### src/logic/ubd_pkg.sv
// constants, offsets and encodings for the unsigned byte divide unit
package ubd_pkg;
    // apb register byte offsets
    localparam logic [7:0] OFF_CTRL = 8'h00;
    localparam logic [7:0] OFF_STATUS = 8'h04;
    localparam logic [7:0] OFF_PAIR = 8'h08;
    localparam logic [7:0] OFF_ACCFLAGS = 8'h0c;
    localparam logic [7:0] OFF_INSN0 = 8'h10;
    localparam logic [7:0] OFF_INSN1 = 8'h14;
    localparam logic [7:0] OFF_GPR = 8'h18;
    localparam logic [7:0] OFF_INDEX = 8'h1c;
    localparam logic [7:0] OFF_SPPC = 8'h20;
    localparam logic [7:0] OFF_EA = 8'h24;
    localparam logic [7:0] OFF_MEM = 8'h28;
    // control and status bit positions
    localparam int CTRL_START = 0;
    localparam int ST_BUSY = 0;
    localparam int ST_DONE = 1;
    localparam int ST_TRAP = 2;
    localparam int ST_ILLEGAL = 3;
    localparam int ST_MEMREQ = 4;
    localparam int ST_MODE_LSB = 8;
    // flag bit positions inside the flag byte
    localparam int FLAG_S = 7;
    localparam int FLAG_Z = 6;
    localparam int FLAG_H = 4;
    localparam int FLAG_V = 2;
    localparam int FLAG_N = 1;
    localparam int FLAG_C = 0;
    // reset values
    localparam logic [15:0] PAIR_RST = 16'h0000;
    localparam logic [15:0] ACCFLAGS_RST = 16'h0000;
    localparam logic [31:0] WORD_RST = 32'h0000_0000;
    // opcode bytes and fields
    localparam logic [7:0] PFX_MAIN = 8'hed;
    localparam logic [7:0] PFX_SECOND = 8'hfd;
    localparam logic [7:0] PFX_FIRST = 8'hdd;
    localparam logic [2:0] TAIL_UNSIGNED_SHORT_DIVIDE = 3'h5;
    localparam logic [1:0] HEAD_OP = 2'h3;
    localparam int PFX_INDEX_BIT = 5;
    localparam logic [2:0] F_PCREL = 3'h0;
    localparam logic [2:0] F_SEL1 = 3'h1;
    localparam logic [2:0] F_SEL2 = 3'h2;
    localparam logic [2:0] F_SEL3 = 3'h3;
    localparam logic [2:0] F_HIGH = 3'h4;
    localparam logic [2:0] F_LOW = 3'h5;
    localparam logic [2:0] F_SHORT = 3'h6;
    localparam logic [2:0] F_CONST = 3'h7;
    localparam logic [2:0] R_MEM = 3'h6;
    localparam logic [2:0] R_ACC = 3'h7;
    // number of shift-subtract steps for a 16-bit dividend
    localparam logic [4:0] DIV_STEPS = 5'h10;
    // addressing modes, reported in the status register
    typedef enum logic [3:0] {
        UBD_M_REG, UBD_M_POINTER, UBD_M_CONST, UBD_M_ABS, UBD_M_INDEXED,
        UBD_M_SHORT, UBD_M_PCREL, UBD_M_STACK, UBD_M_SUM, UBD_M_HALF
    } ubd_mode_t;
endpackage : ubd_pkg

### src/logic/ubd_divide.sv
// unsigned 16 by 8 divide unit with instruction decode and apb register access
//
// Overview of operation
// - pair divided by source, quotient to accumulator
// - valid result puts remainder in low byte
// - high byte stays untouched; source too unless it is a or the low byte
// - valid: clear v and s, z from quotient
// - zero divisor: keep a, set z v, trap
// - quotient too big: keep a, set v, trap
// - flags final in the same cycle the trap is raised
// - z on zero quotient or divisor, s cleared
// - v on zero divisor or quotient overflow
// - register form, field 110 reads memory
// - constant form with one immediate byte
// - absolute form, address low byte first
// - indexed form, base from selector field
// - two register sum form address
// - prefix bit picks first or second index
// - half form picks high or low byte
// - pc relative form with 16-bit displacement
// - stack offset form added to stack pointer
`timescale 1ns/1ps
module ubd_divide (
    input wire logic pclk,
    input wire logic presetn,
    input wire logic psel,
    input wire logic penable,
    input wire logic pwrite,
    input wire logic [31:0] paddr,
    input wire logic [31:0] pwdata,
    output logic [31:0] prdata,
    output logic pready,
    output logic pslverr,
    output logic division_trap
);
    typedef enum logic [2:0] {
        UBD_S_IDLE, UBD_S_DECODE, UBD_S_MEMWAIT, UBD_S_DIVIDE, UBD_S_FINISH, UBD_S_TRAP
    } ubd_state_t;

    ubd_state_t state;
    logic [15:0] dividend_pair_reg;
    logic [7:0] acc;
    logic [7:0] flags;
    logic [31:0] insn0;
    logic [7:0] insn1;
    logic [31:0] gpr;
    logic [15:0] first_index_reg;
    logic [15:0] second_index_reg;
    logic [15:0] stack_ptr;
    logic [15:0] prog_ctr;
    logic [15:0] eff_addr;
    ubd_pkg::ubd_mode_t mode;
    logic done_flag;
    logic trap_flag;
    logic illegal_flag;
    logic [7:0] divisor;
    logic [15:0] quot;
    logic [8:0] rem;
    logic [4:0] step;

    ////////////////////////////////////////////////////////////////////////////////
    // apb decode
    logic setup_ph;
    logic wr_en;
    logic addr_ok;
    logic busy;
    logic [7:0] off;
    assign off = paddr[7:0];
    assign setup_ph = psel && !penable;
    // a refused address must not land on a register that shares its low bits
    assign wr_en = psel && penable && pwrite && addr_ok;
    assign busy = (state != UBD_S_IDLE);
    assign pready = 1'b1;
    // only word aligned offsets inside the map are claimed
    assign addr_ok = (paddr[31:8] == 24'h00_0000) && (off[1:0] == 2'b00) && (off <= 8'h28);

    logic wr_ctrl;
    logic wr_status;
    logic wr_mem;
    // software writes to operand registers are dropped while the unit is busy
    logic wr_idle;
    assign wr_ctrl = wr_en && (off == ubd_pkg::OFF_CTRL);
    assign wr_status = wr_en && (off == ubd_pkg::OFF_STATUS);
    assign wr_mem = wr_en && (off == ubd_pkg::OFF_MEM) && (state == UBD_S_MEMWAIT);
    assign wr_idle = wr_en && !busy;

    ////////////////////////////////////////////////////////////////////////////////
    // instruction decode
    logic [7:0] b0;
    logic [7:0] b1;
    logic [7:0] b2;
    logic [7:0] b3;
    logic [7:0] b4;
    assign b0 = insn0[7:0];
    assign b1 = insn0[15:8];
    assign b2 = insn0[23:16];
    assign b3 = insn0[31:24];
    assign b4 = insn1;

    logic [15:0] disp16;
    logic [15:0] disp8;
    logic [15:0] idx_sel;
    logic b1_op;
    logic b2_op;
    assign disp16 = {b4, b3};
    assign disp8 = {{8{b3[7]}}, b3};
    assign idx_sel = b0[ubd_pkg::PFX_INDEX_BIT] ? second_index_reg : first_index_reg;
    assign b1_op = (b1[7:6] == ubd_pkg::HEAD_OP) && (b1[2:0] == ubd_pkg::TAIL_UNSIGNED_SHORT_DIVIDE);
    assign b2_op = (b2[7:6] == ubd_pkg::HEAD_OP) && (b2[2:0] == ubd_pkg::TAIL_UNSIGNED_SHORT_DIVIDE);

    logic dec_bad;
    logic dec_mem;
    logic [7:0] dec_src;
    logic [15:0] dec_ea;
    ubd_pkg::ubd_mode_t dec_mode;
    // decode is a pure function of the staged opcode bytes and the operand registers
    always_comb begin
        dec_bad = 1'b0;
        dec_mem = 1'b0;
        dec_src = 8'h00;
        dec_ea = 16'h0000;
        dec_mode = ubd_pkg::UBD_M_REG;
        if (b0 == ubd_pkg::PFX_MAIN && b1_op) begin
            unique case (b1[5:3])
                3'h0: dec_src = gpr[31:24];
                3'h1: dec_src = gpr[23:16];
                3'h2: dec_src = gpr[15:8];
                3'h3: dec_src = gpr[7:0];
                3'h4: dec_src = dividend_pair_reg[15:8];
                3'h5: dec_src = dividend_pair_reg[7:0];
                ubd_pkg::R_MEM: begin
                    dec_mem = 1'b1;
                    dec_ea = dividend_pair_reg;
                    dec_mode = ubd_pkg::UBD_M_POINTER;
                end
                ubd_pkg::R_ACC: dec_src = acc;
            endcase
        end else if ((b0 == ubd_pkg::PFX_SECOND || b0 == ubd_pkg::PFX_FIRST)
                     && b1 == ubd_pkg::PFX_MAIN && b2_op) begin
            unique case (b2[5:3])
                ubd_pkg::F_CONST: begin
                    if (b0 == ubd_pkg::PFX_SECOND) begin
                        dec_src = b3;
                        dec_mode = ubd_pkg::UBD_M_CONST;
                    end else begin
                        dec_mem = 1'b1;
                        dec_ea = disp16;
                        dec_mode = ubd_pkg::UBD_M_ABS;
                    end
                end
                ubd_pkg::F_PCREL: begin
                    dec_mem = 1'b1;
                    if (b0 == ubd_pkg::PFX_SECOND) begin
                        dec_ea = 16'(prog_ctr + disp16);
                        dec_mode = ubd_pkg::UBD_M_PCREL;
                    end else begin
                        dec_ea = 16'(stack_ptr + disp16);
                        dec_mode = ubd_pkg::UBD_M_STACK;
                    end
                end
                ubd_pkg::F_SEL1, ubd_pkg::F_SEL2, ubd_pkg::F_SEL3: begin
                    dec_mem = 1'b1;
                    if (b0 == ubd_pkg::PFX_SECOND) begin
                        dec_mode = ubd_pkg::UBD_M_INDEXED;
                        unique case (b2[4:3])
                            2'h1: dec_ea = 16'(first_index_reg + disp16);
                            2'h2: dec_ea = 16'(second_index_reg + disp16);
                            default: dec_ea = 16'(dividend_pair_reg + disp16);
                        endcase
                    end else begin
                        dec_mode = ubd_pkg::UBD_M_SUM;
                        unique case (b2[4:3])
                            2'h1: dec_ea = 16'(dividend_pair_reg + first_index_reg);
                            2'h2: dec_ea = 16'(dividend_pair_reg + second_index_reg);
                            default: dec_ea = 16'(first_index_reg + second_index_reg);
                        endcase
                    end
                end
                ubd_pkg::F_HIGH: begin
                    dec_src = idx_sel[15:8];
                    dec_mode = ubd_pkg::UBD_M_HALF;
                end
                ubd_pkg::F_LOW: begin
                    dec_src = idx_sel[7:0];
                    dec_mode = ubd_pkg::UBD_M_HALF;
                end
                ubd_pkg::F_SHORT: begin
                    dec_mem = 1'b1;
                    dec_ea = 16'(idx_sel + disp8);
                    dec_mode = ubd_pkg::UBD_M_SHORT;
                end
            endcase
        end else begin
            dec_bad = 1'b1;
        end
    end

    ////////////////////////////////////////////////////////////////////////////////
    // divisor load: straight from decode or from the memory byte software supplies
    logic div_load;
    logic [7:0] div_value;
    assign div_load = (state == UBD_S_DECODE && !dec_bad && !dec_mem) || wr_mem;
    assign div_value = wr_mem ? pwdata[7:0] : dec_src;

    // sequencer
    always_ff @(posedge pclk or negedge presetn) begin
        if (!presetn) begin
            state <= UBD_S_IDLE;
        end else begin
            unique case (state)
                UBD_S_IDLE: begin
                    if (wr_ctrl && pwdata[ubd_pkg::CTRL_START]) begin
                        state <= UBD_S_DECODE;
                    end
                end
                UBD_S_DECODE: begin
                    if (dec_bad) begin
                        state <= UBD_S_IDLE;
                    end else if (dec_mem) begin
                        state <= UBD_S_MEMWAIT;
                    end else begin
                        state <= (div_value == 8'h00) ? UBD_S_FINISH : UBD_S_DIVIDE;
                    end
                end
                UBD_S_MEMWAIT: begin
                    if (wr_mem) begin
                        state <= (div_value == 8'h00) ? UBD_S_FINISH : UBD_S_DIVIDE;
                    end
                end
                UBD_S_DIVIDE: begin
                    if (step == 5'h01) begin
                        state <= UBD_S_FINISH;
                    end
                end
                UBD_S_FINISH: begin
                    if (divisor == 8'h00 || quot[15:8] != 8'h00) begin
                        state <= UBD_S_TRAP;
                    end else begin
                        state <= UBD_S_IDLE;
                    end
                end
                UBD_S_TRAP: state <= UBD_S_IDLE;
            endcase
        end
    end

    // addressing mode and effective address seen by software
    always_ff @(posedge pclk or negedge presetn) begin
        if (!presetn) begin
            mode <= ubd_pkg::UBD_M_REG;
            eff_addr <= 16'h0000;
        end else if (state == UBD_S_DECODE && !dec_bad) begin
            mode <= dec_mode;
            eff_addr <= dec_ea;
        end
    end

    logic [8:0] trial;
    assign trial = {rem[7:0], quot[15]};
    always_ff @(posedge pclk or negedge presetn) begin
        if (!presetn) begin
            divisor <= 8'h00;
            quot <= 16'h0000;
            rem <= 9'h000;
            step <= 5'h00;
        end else if (div_load) begin
            divisor <= div_value;
            quot <= dividend_pair_reg;
            rem <= 9'h000;
            step <= ubd_pkg::DIV_STEPS;
        end else if (state == UBD_S_DIVIDE) begin
            // one quotient bit per cycle, sixteen cycles in all
            if (trial >= {1'b0, divisor}) begin
                rem <= 9'(trial - {1'b0, divisor});
                quot <= {quot[14:0], 1'b1};
            end else begin
                rem <= trial;
                quot <= {quot[14:0], 1'b0};
            end
            step <= 5'(step - 5'h01);
        end
    end

    ////////////////////////////////////////////////////////////////////////////////
    // outcome of the finished divide
    logic res_zero_div;
    logic res_ovf;
    assign res_zero_div = (divisor == 8'h00);
    assign res_ovf = (quot[15:8] != 8'h00);

    // high byte never written by the divide
    always_ff @(posedge pclk or negedge presetn) begin
        if (!presetn) begin
            dividend_pair_reg <= ubd_pkg::PAIR_RST;
        end else if (wr_idle && off == ubd_pkg::OFF_PAIR) begin
            dividend_pair_reg <= pwdata[15:0];
        end else if (state == UBD_S_FINISH && !res_zero_div && !res_ovf) begin
            dividend_pair_reg[7:0] <= rem[7:0];
        end
    end

    // accumulator and flag byte
    always_ff @(posedge pclk or negedge presetn) begin
        if (!presetn) begin
            acc <= ubd_pkg::ACCFLAGS_RST[15:8];
            flags <= ubd_pkg::ACCFLAGS_RST[7:0];
        end else if (wr_idle && off == ubd_pkg::OFF_ACCFLAGS) begin
            acc <= pwdata[15:8];
            flags <= pwdata[7:0];
        end else if (state == UBD_S_FINISH) begin
            flags[ubd_pkg::FLAG_S] <= 1'b0;
            flags[ubd_pkg::FLAG_V] <= res_zero_div || res_ovf;
            if (res_zero_div) begin
                flags[ubd_pkg::FLAG_Z] <= 1'b1;
            end else if (res_ovf) begin
                flags[ubd_pkg::FLAG_Z] <= 1'b0;
            end else begin
                acc <= quot[7:0];
                flags[ubd_pkg::FLAG_Z] <= (quot[7:0] == 8'h00);
            end
        end
    end

    // staged opcode bytes and operand registers
    always_ff @(posedge pclk or negedge presetn) begin
        if (!presetn) begin
            insn0 <= ubd_pkg::WORD_RST;
            insn1 <= 8'h00;
            gpr <= ubd_pkg::WORD_RST;
            first_index_reg <= 16'h0000;
            second_index_reg <= 16'h0000;
            stack_ptr <= 16'h0000;
            prog_ctr <= 16'h0000;
        end else if (wr_idle) begin
            unique case (off)
                ubd_pkg::OFF_INSN0: insn0 <= pwdata;
                ubd_pkg::OFF_INSN1: insn1 <= pwdata[7:0];
                ubd_pkg::OFF_GPR: gpr <= pwdata;
                ubd_pkg::OFF_INDEX: begin
                    first_index_reg <= pwdata[15:0];
                    second_index_reg <= pwdata[31:16];
                end
                ubd_pkg::OFF_SPPC: begin
                    stack_ptr <= pwdata[15:0];
                    prog_ctr <= pwdata[31:16];
                end
                default: ;
            endcase
        end
    end

    // sticky status: a hardware set in the same cycle beats a write-one clear
    always_ff @(posedge pclk or negedge presetn) begin
        if (!presetn) begin
            done_flag <= 1'b0;
            trap_flag <= 1'b0;
            illegal_flag <= 1'b0;
        end else begin
            done_flag <= (state == UBD_S_FINISH)
                || (done_flag && !(wr_status && pwdata[ubd_pkg::ST_DONE]));
            trap_flag <= (state == UBD_S_TRAP)
                || (trap_flag && !(wr_status && pwdata[ubd_pkg::ST_TRAP]));
            illegal_flag <= (state == UBD_S_DECODE && dec_bad)
                || (illegal_flag && !(wr_status && pwdata[ubd_pkg::ST_ILLEGAL]));
        end
    end

    always_ff @(posedge pclk or negedge presetn) begin
        if (!presetn) begin
            division_trap <= 1'b0;
        end else begin
            division_trap <= (state == UBD_S_FINISH) && (res_zero_div || res_ovf);
        end
    end

    ////////////////////////////////////////////////////////////////////////////////
    // read data captured in the setup cycle so the access phase needs no wait
    logic [31:0] rd_mux;
    always_comb begin
        rd_mux = 32'h0000_0000;
        unique case (off)
            ubd_pkg::OFF_STATUS: begin
                rd_mux[ubd_pkg::ST_BUSY] = busy;
                rd_mux[ubd_pkg::ST_DONE] = done_flag;
                rd_mux[ubd_pkg::ST_TRAP] = trap_flag;
                rd_mux[ubd_pkg::ST_ILLEGAL] = illegal_flag;
                rd_mux[ubd_pkg::ST_MEMREQ] = (state == UBD_S_MEMWAIT);
                rd_mux[ubd_pkg::ST_MODE_LSB +: 4] = mode;
            end
            ubd_pkg::OFF_PAIR: rd_mux[15:0] = dividend_pair_reg;
            ubd_pkg::OFF_ACCFLAGS: rd_mux[15:0] = {acc, flags};
            ubd_pkg::OFF_INSN0: rd_mux = insn0;
            ubd_pkg::OFF_INSN1: rd_mux[7:0] = insn1;
            ubd_pkg::OFF_GPR: rd_mux = gpr;
            ubd_pkg::OFF_INDEX: rd_mux = {second_index_reg, first_index_reg};
            ubd_pkg::OFF_SPPC: rd_mux = {prog_ctr, stack_ptr};
            ubd_pkg::OFF_EA: rd_mux[15:0] = eff_addr;
            default: ;
        endcase
    end

    always_ff @(posedge pclk or negedge presetn) begin
        if (!presetn) begin
            prdata <= 32'h0000_0000;
            pslverr <= 1'b0;
        end else if (setup_ph) begin
            prdata <= (pwrite || !addr_ok) ? 32'h0000_0000 : rd_mux;
            pslverr <= !addr_ok;
        end
    end
endmodule : ubd_divide

### config.mk
export PLATFORM = sky130hd
export DESIGN_NAME = ubd_divide
export DESIGN_NICKNAME = d
export VERILOG_FILES = /design/src/logic/ubd_pkg.sv /design/src/logic/ubd_divide.sv
export SDC_FILE = /design/constraint.sdc
export NUM_CORES = 1
export LEC_CHECK = 0
export ABC_CLOCK_PERIOD_IN_PS = 6450
export BUFFER_PORTS_ARGS = -buffer_cell sky130_fd_sc_hd__buf_2
export CORE_ASPECT_RATIO = 0.9
export CORE_UTILIZATION = 40
export CTS_CLUSTER_DIAMETER = 60
export DETAILED_ROUTE_END_ITERATION = 12
export PLACE_DENSITY = 0.67
export SYNTH_ARGS = -nofsm -noshare
export SYNTH_HDL_FRONTEND = slang
export SYNTH_SLANG_ARGS = --single-unit
### constraint.sdc
create_clock -name pclk -period 6.45 [get_ports pclk]
set_input_delay 0.9675 -clock pclk [delete_from_list [all_inputs] [get_ports pclk]]
set_output_delay 0.9675 -clock pclk [all_outputs]
set_load 0.02 [all_outputs]
==> impl_metrics.toml, run 1 <==
[timing]
setup_ws_ns = 1.785
grt_setup_unrepaired = "no"
timing.final.hold_violations = 0
fin_hold_ws_ns = 0.4225
setup_viol = 0
worst_slew_pin_slew_ns = 1.147
finClkSkew_ns = 0.01742
min_period_ns = 4.665
clock.fmax_ghz = 0.2144
slew-limit-headroom_pct = 22.72
period_share_pct = 72.33
setup_tns_ns = 0
slew_violations = 0

[synthesis]
synth_edf_count = 0
synth-seq-cells = 265
yosys.area_share.adder_pct = 7.144
synthArstFlopShare_pct = 100.0
yosys.area.top_type = "dfrtp_1"
synth_area_um2 = 17970
synth-compound-area-share_pct = 22.56
ys_warn_count = 0
synth_top_family_by_area = "compound AO/OA/AOI/OAI gates"
muxShareOfSynthArea_pct = 13.78
synthCells = 1854
synth_cell_types = 84
yosys.area.top_type_share_pct = 36.90
synth_most_common_cell = "dfrtp_1"
synth_area_leaders = "dfrtp_1, mux2_2, ha_1, nand2_1, a22oi_1"
synthXorXnorAreaFrac_pct = 3.266
yosys_most_used_dff = "dfrtp_1"
synth_simple_gate_area_share_pct = 13.15
synthTopCellsByCount = "dfrtp_1, nand2_1, mux2_2"
ys_seq_area_share_pct = 36.90
synth_area_per_cell_um2 = 9.692
syn_nets = 2022

[clock_network]
htreeDepth = 1
clk_path_buf_depth = 3
cts.repair.resized = 0
postCtsSetupRepairBufs = 0
clock_sinks = 265
cts_buffers = 29
holdBufCountCts = 0
cts_root_buffer = "clkbuf_16"
cts_tree = "built"
cts.clk_slew.worst_paths_ns = 0.07
clkLatencyLatePin_ns = 0.59

[pwr]
total_power_mw = 3.480
power_leakage_nw = 9.370
power.density_nw_per_um2 = 173.6
ir_drop_mv = 0.1777

[worst_setup_path]
crit_path_top_delay_cell = "dfrtp_1"
crit_required_ns = 6.91
critPathLaunchType = "register"
cp.arrival_ns = 5.13
cp_common_cell = "nand2_1"
slowest_delay_ns = 0.91
crit_path_cell_trace = "nand2_1 -> or3_1 -> nand2_1 -> nand2_1 -> ha_1 -> inv_1 -> fa_1 -> nor2b_1 -> o2111a_1 -> or3b_4 -> a31oi_4 -> xor2_1 -> o221ai_1 -> or3_1 -> a221oi_1 -> nor2_1"
worst-path-max-fanout = 20
timing_worst_setup_path_type = "register to register"
worst_setup_path_end_kind = "register"

[routing]
wl_um = 72750
ant_nets = 0
dr_total_vias = 16500
avgViaCountPerCell = 6.492
dr.pass1.iters = 8
drtIter0Drc = 2068
drc = 0
wl_per_cell_um = 28.62

[global_routing]
use_met3_pct = 7.945
grt_pass1_wl_um = 105600
met2_usage_pct = 45.02
grt_max_degree = 144
grt_pass1_vias = 15600
use_met1_pct = 45.43
antenna_found_initial = 2
grt_usage_pct = 31.43
gr-max-usage-layer = "met1"
grt_overflow = 0

[final_layout]
fillerInstances = 4312
stdcell_count = 2542
final_util_pct = 45.34
fin_nets = 2087
largestRegisters = "gpr (32), insn0 (32), prdata (32)"
final_layout_size_suffix_gt1_share_pct = 21.38
fin_area_um2 = 20050
area_growth_pct = 11.55

[placement]
dpl_worst_slack_ns = 1.868
port_buffers = 102
gp_congestion = 1.054
dpl-instance-area_um2 = 19090
post-place-cells = 2488
place_hpwl_um = 55260

[die]
die_area_um2 = 45780
die_y_um = 203.1
num_rows = 73
start_util_pct = 40.65
dieWidth_um = 225.4
pin_count = 104
core-area_um2 = 44210

[job]
timing.max_cap.violations = 0

[hold_path]
min_path_type = "primary input to asynchronous set/reset pin"

[run_status]
outcome = "finished, final reports clean"
final timing paths:
kind | startpoint | to | slack (ns) | cells after the start
max in group asynchronous | presetn | second_index_reg[0]$_DFFE_PN0P_ | 4.73 | 2
hold / removal | presetn | step[2]$_DFFE_PN0P_ | 0.42 | 1
hold reg to reg | prdata[8]$_DFFE_PN0P_ | prdata[8]$_DFFE_PN0P_ | 0.47 | 1
setup reg to reg | insn0[5]$_DFFE_PN0P_ | eff_addr[10]$_DFFE_PN0P_ | 1.79 | 16
setup / recovery | insn0[5]$_DFFE_PN0P_ | eff_addr[10]$_DFFE_PN0P_ | 1.79 | 16
min in group pclk | prdata[8]$_DFFE_PN0P_ | prdata[8]$_DFFE_PN0P_ | 0.47 | 1
cells in the final DEF, fill, tap and decap left out, types with 7 or more instances in the layout:
| cell type | n |
|---|---|
| nor4_1 | 18 |
| a21o_1 | 34 |
| clkinv_2 | 11 |
| o22ai_1 | 14 |
| o21ai_1 | 20 |
| a211oi_1 | 25 |
| o31ai_1 | 10 |
| a31oi_1 | 21 |
| or3_1 | 12 |
| nand2b_1 | 14 |
| and2_1 | 14 |
| o21ai_0 | 103 |
| nor3_1 | 19 |
| nand4_1 | 7 |
| nand3_1 | 27 |
| xnor2_1 | 36 |
| mux2i_1 | 28 |
| buf_4 | 32 |
| a22oi_2 | 11 |
| mux4_2 | 7 |
| clkbuf_16 | 29 |
| inv_1 | 37 |
| a22oi_1 | 72 |
| a221oi_1 | 43 |
| a22o_1 | 25 |
| buf_2 | 101 |
| and3_1 | 11 |
| o211ai_1 | 9 |
| dfrtp_1 | 265 |
| o21a_1 | 13 |
| a222oi_1 | 19 |
| a21oi_1 | 90 |
| nor2b_1 | 20 |
| xor2_1 | 31 |
| mux2_2 | 181 |
| nand2_1 | 203 |
| nor2_1 | 109 |
| ha_1 | 93 |
cell type report:
| type | count | area [µm²] | area share, % |
|---|---|---|---|
| antenna | 1 | 2.502 | 0.01248 |
| clock buffer | 34 | 774.5 | 3.864 |
| clock inverter | 19 | 178.9 | 0.8926 |
| inverter | 37 | 138.9 | 0.6928 |
| multi-input combinational | 1451 | 10790 | 53.82 |
| sequential | 265 | 6631 | 33.08 |
| tap | 600 | 750.7 | 3.745 |
| timing repair buffer | 135 | 780.7 | 3.895 |
metal layers:
layer / up-vias / share of wire (%)
met4: 4 / 4.0
met2: 954 / 42
li1: 7144 / -
met5: - / 0.037
met1: 8223 / 43
met3: 178 / 11
power breakdown:
part           internal, mW  total [mW]  switching, mW
sequential             1.67        1.69         0.0146
combinational        0.0301       0.107         0.0770
clock                 0.948        1.69          0.739
critical path, delay by kind of cell, from the launching register on:
kind	cells	cell delay, ns
AO/OA/AOI/OAI	4	0.86
flip-flops	1	0.91
adder cells (fa/ha/maj)	2	0.42
XOR/XNOR	1	0.17
AND/OR/NAND/NOR	8	2.11
buffers and inverters	1	0.08
cells by family after synthesis:
| group | Yosys count |
|---|---|
| buffers and inverters | 138 |
| AOI/OAI and AO/OA | 574 |
| muxes | 216 |
| DFF | 265 |
| other | 1 |
| xor gates and xnor gates | 67 |
| adders and majority gates | 99 |
| and+or+nand+nor | 494 |
Note: power is estimated with default switching activity, not from simulation.
==> inputs of run 2 (changes only) <==
--- a/config.mk
+++ b/config.mk
@@ -5,7 +5,7 @@
 export SDC_FILE = /design/constraint.sdc
 export NUM_CORES = 1
 export LEC_CHECK = 0
-export ABC_CLOCK_PERIOD_IN_PS = 6450
+export ABC_CLOCK_PERIOD_IN_PS = 4900
 export BUFFER_PORTS_ARGS = -buffer_cell sky130_fd_sc_hd__buf_2
 export CORE_ASPECT_RATIO = 0.9
 export CORE_UTILIZATION = 40
==> constraint.sdc (replaced) <==
create_clock -name pclk -period 4.9 [get_ports pclk]
set_input_delay 0.735 -clock pclk [delete_from_list [all_inputs] [get_ports pclk]]
set_output_delay 0.735 -clock pclk [all_outputs]
set_load 0.02 [all_outputs]
==> impl_metrics.toml, run 2 (same netlist as run 1, synthesis figures left out) <==
[worst_setup_path]
timing_worst_setup_path_type = "register to register"
cp.arrival_ns = 4.65
slowest_delay_ns = 0.70
path_buf_inv = 3
crit_required_ns = 5.35
rr_endpoint = "eff_addr[6]$_DFFE_PN0P_"
crit_path_top_delay_cell = "a211oi_1"
worst_setup_path_end_kind = "register"
critPathLaunchType = "register"
rr_worst_depth = 16
path_delay_family = "compound AO/OA/AOI/OAI gates"
timing.rr.start = "insn0[19]$_DFFE_PN0P_"
crit_path_cell_trace = "inv_1 -> ha_1 -> buf_4 -> mux2_2 -> ha_1 -> inv_1 -> fa_1 -> nor2b_1 -> o31a_1 -> o21a_1 -> nor2_1 -> xnor2_1 -> a211oi_1 -> o31ai_1 -> a221oi_1 -> nor2_1"
worst-path-max-fanout = 9
r2r_slack_ns = 0.69

[placement]
dpl-instance-area_um2 = 19200
gp_congestion = 1.011
port_buffers = 102
place_hpwl_um = 55940
dpl_worst_slack_ns = 0.7505
post-place-cells = 2502

[timing]
timing.final.hold_violations = 0
clock.fmax_ghz = 0.2377
finClkSkew_ns = 0.04292
worst_slew_pin_slew_ns = 1.300
setup_viol = 0
grt_setup_unrepaired = "no"
slew-limit-headroom_pct = 12.45
period_share_pct = 85.85
slew_violations = 0
setup_ws_ns = 0.6935
setup_tns_ns = 0
min_period_ns = 4.207

[global_routing]
met2_usage_pct = 45.73
grt_pass1_vias = 15280
antenna_found_initial = 2
use_met3_pct = 7.656
grt_pass1_wl_um = 106000
grt_max_degree = 118
grt_usage_pct = 31.74
use_met1_pct = 46.38
gr-max-usage-layer = "met1"
grt_overflow = 0

[die]
num_rows = 73
start_util_pct = 40.65
core-area_um2 = 44210
die_y_um = 203.1
dieWidth_um = 225.4
die_area_um2 = 45780
pin_count = 104

[pwr]
ir_drop_mv = 0.2681
power_leakage_nw = 9.475
power.density_nw_per_um2 = 235.5
total_power_mw = 4.773

[clock_network]
cts.repair.resized = 0
cts.clk_slew.worst_paths_ns = 0.07
cts_buffers = 30
cts_root_buffer = "clkbuf_16"
clk_path_buf_depth = 3
clkLatencyLatePin_ns = 0.60
postCtsSetupRepairBufs = 0
cts_tree = "built"
clock_sinks = 265
holdBufCountCts = 0
htreeDepth = 1

[job]
timing.max_cap.violations = 0

[final_layout]
stdcell_count = 2559
largestRegisters = "gpr (32), insn0 (32), prdata (32)"
area_growth_pct = 12.76
final_common_cell = "dfrtp_1"
fin_area_um2 = 20260
fin_nets = 2102
layout_common_cells = "dfrtp_1, nand2_1, mux2_2"
final_layout_size_suffix_gt1_share_pct = 21.96

[routing]
drc = 0
dr_total_vias = 16440
drtIter0Drc = 2209
ant_nets = 0
wl_um = 73670
avgViaCountPerCell = 6.425
dr.pass1.iters = 8
wl_per_cell_um = 28.79

[run_status]
outcome = "finished, final reports clean"

[hold_path]
min_path_type = "primary input to asynchronous set/reset pin"
==> run 2: report_power, final <==
part	internal, mW	total [mW]	switching [mW]	leakage [nW]
clock	1.40	2.41	1.02	0.511
combinational	0.0410	0.146	0.105	5.43
sequential	2.20	2.21	0.0147	3.53
==> run 2: area by class of cell <==
class                           instances  area [µm²]
Sequential cell                       265        6631
Clock buffer                           40       849.6
Timing Repair Buffer                  149       885.9
Inverter                               37       138.9
Clock inverter                         16       214.0
Multi-Input combinational cell       1451       10790
Antenna cell                            1       2.502
Fill cell                            4263       23940
Tap cell                              600       750.7
==> run 2: worst reg2reg max path: stages (launching register included) <==
cell	delay, ns
dfrtp_1	0.44
inv_1	0.16
ha_1	0.31
buf_4	0.26
mux2_2	0.35
ha_1	0.23
inv_1	0.09
fa_1	0.25
nor2b_1	0.09
o31a_1	0.32
o21a_1	0.19
nor2_1	0.10
xnor2_1	0.09
a211oi_1	0.70
o31ai_1	0.13
a221oi_1	0.29
nor2_1	0.07
==> run 2: worst max-delay path by stage <==
stage | end | cells past startpoint | startpoint
after CTS | eff_addr[12]$_DFFE_PN0P_ | 16 | insn0[19]$_DFFE_PN0P_
after global placement | eff_addr[12]$_DFFE_PN0P_ | 16 | insn0[19]$_DFFE_PN0P_
after detailed placement | eff_addr[12]$_DFFE_PN0P_ | 16 | insn0[19]$_DFFE_PN0P_
final | eff_addr[6]$_DFFE_PN0P_ | 16 | insn0[19]$_DFFE_PN0P_
after floorplan | eff_addr[10]$_DFFE_PN0P_ | 19 | insn0[20]$_DFFE_PN0P_
after global routing | eff_addr[13]$_DFFE_PN0P_ | 15 | insn0[20]$_DFFE_PN0P_
==> run 2: layer usage <==
layer | routed length (µm) | up-vias
met1 | 33100 | 8279
met5 | 0 | -
li1 | - | 7189
met3 | 7282 | 128
met4 | 2460 | 0
met2 | 30830 | 846
==> run 2: stage by stage <==
step	hold slack, ns	util, %
after global routing	0.3319	45.83
after global placement	0.4569	43.43
after CTS	0.2783	45.83
after detailed placement	0.4602	43.43
final	0.2630	45.84
after floorplan	0.4387	-
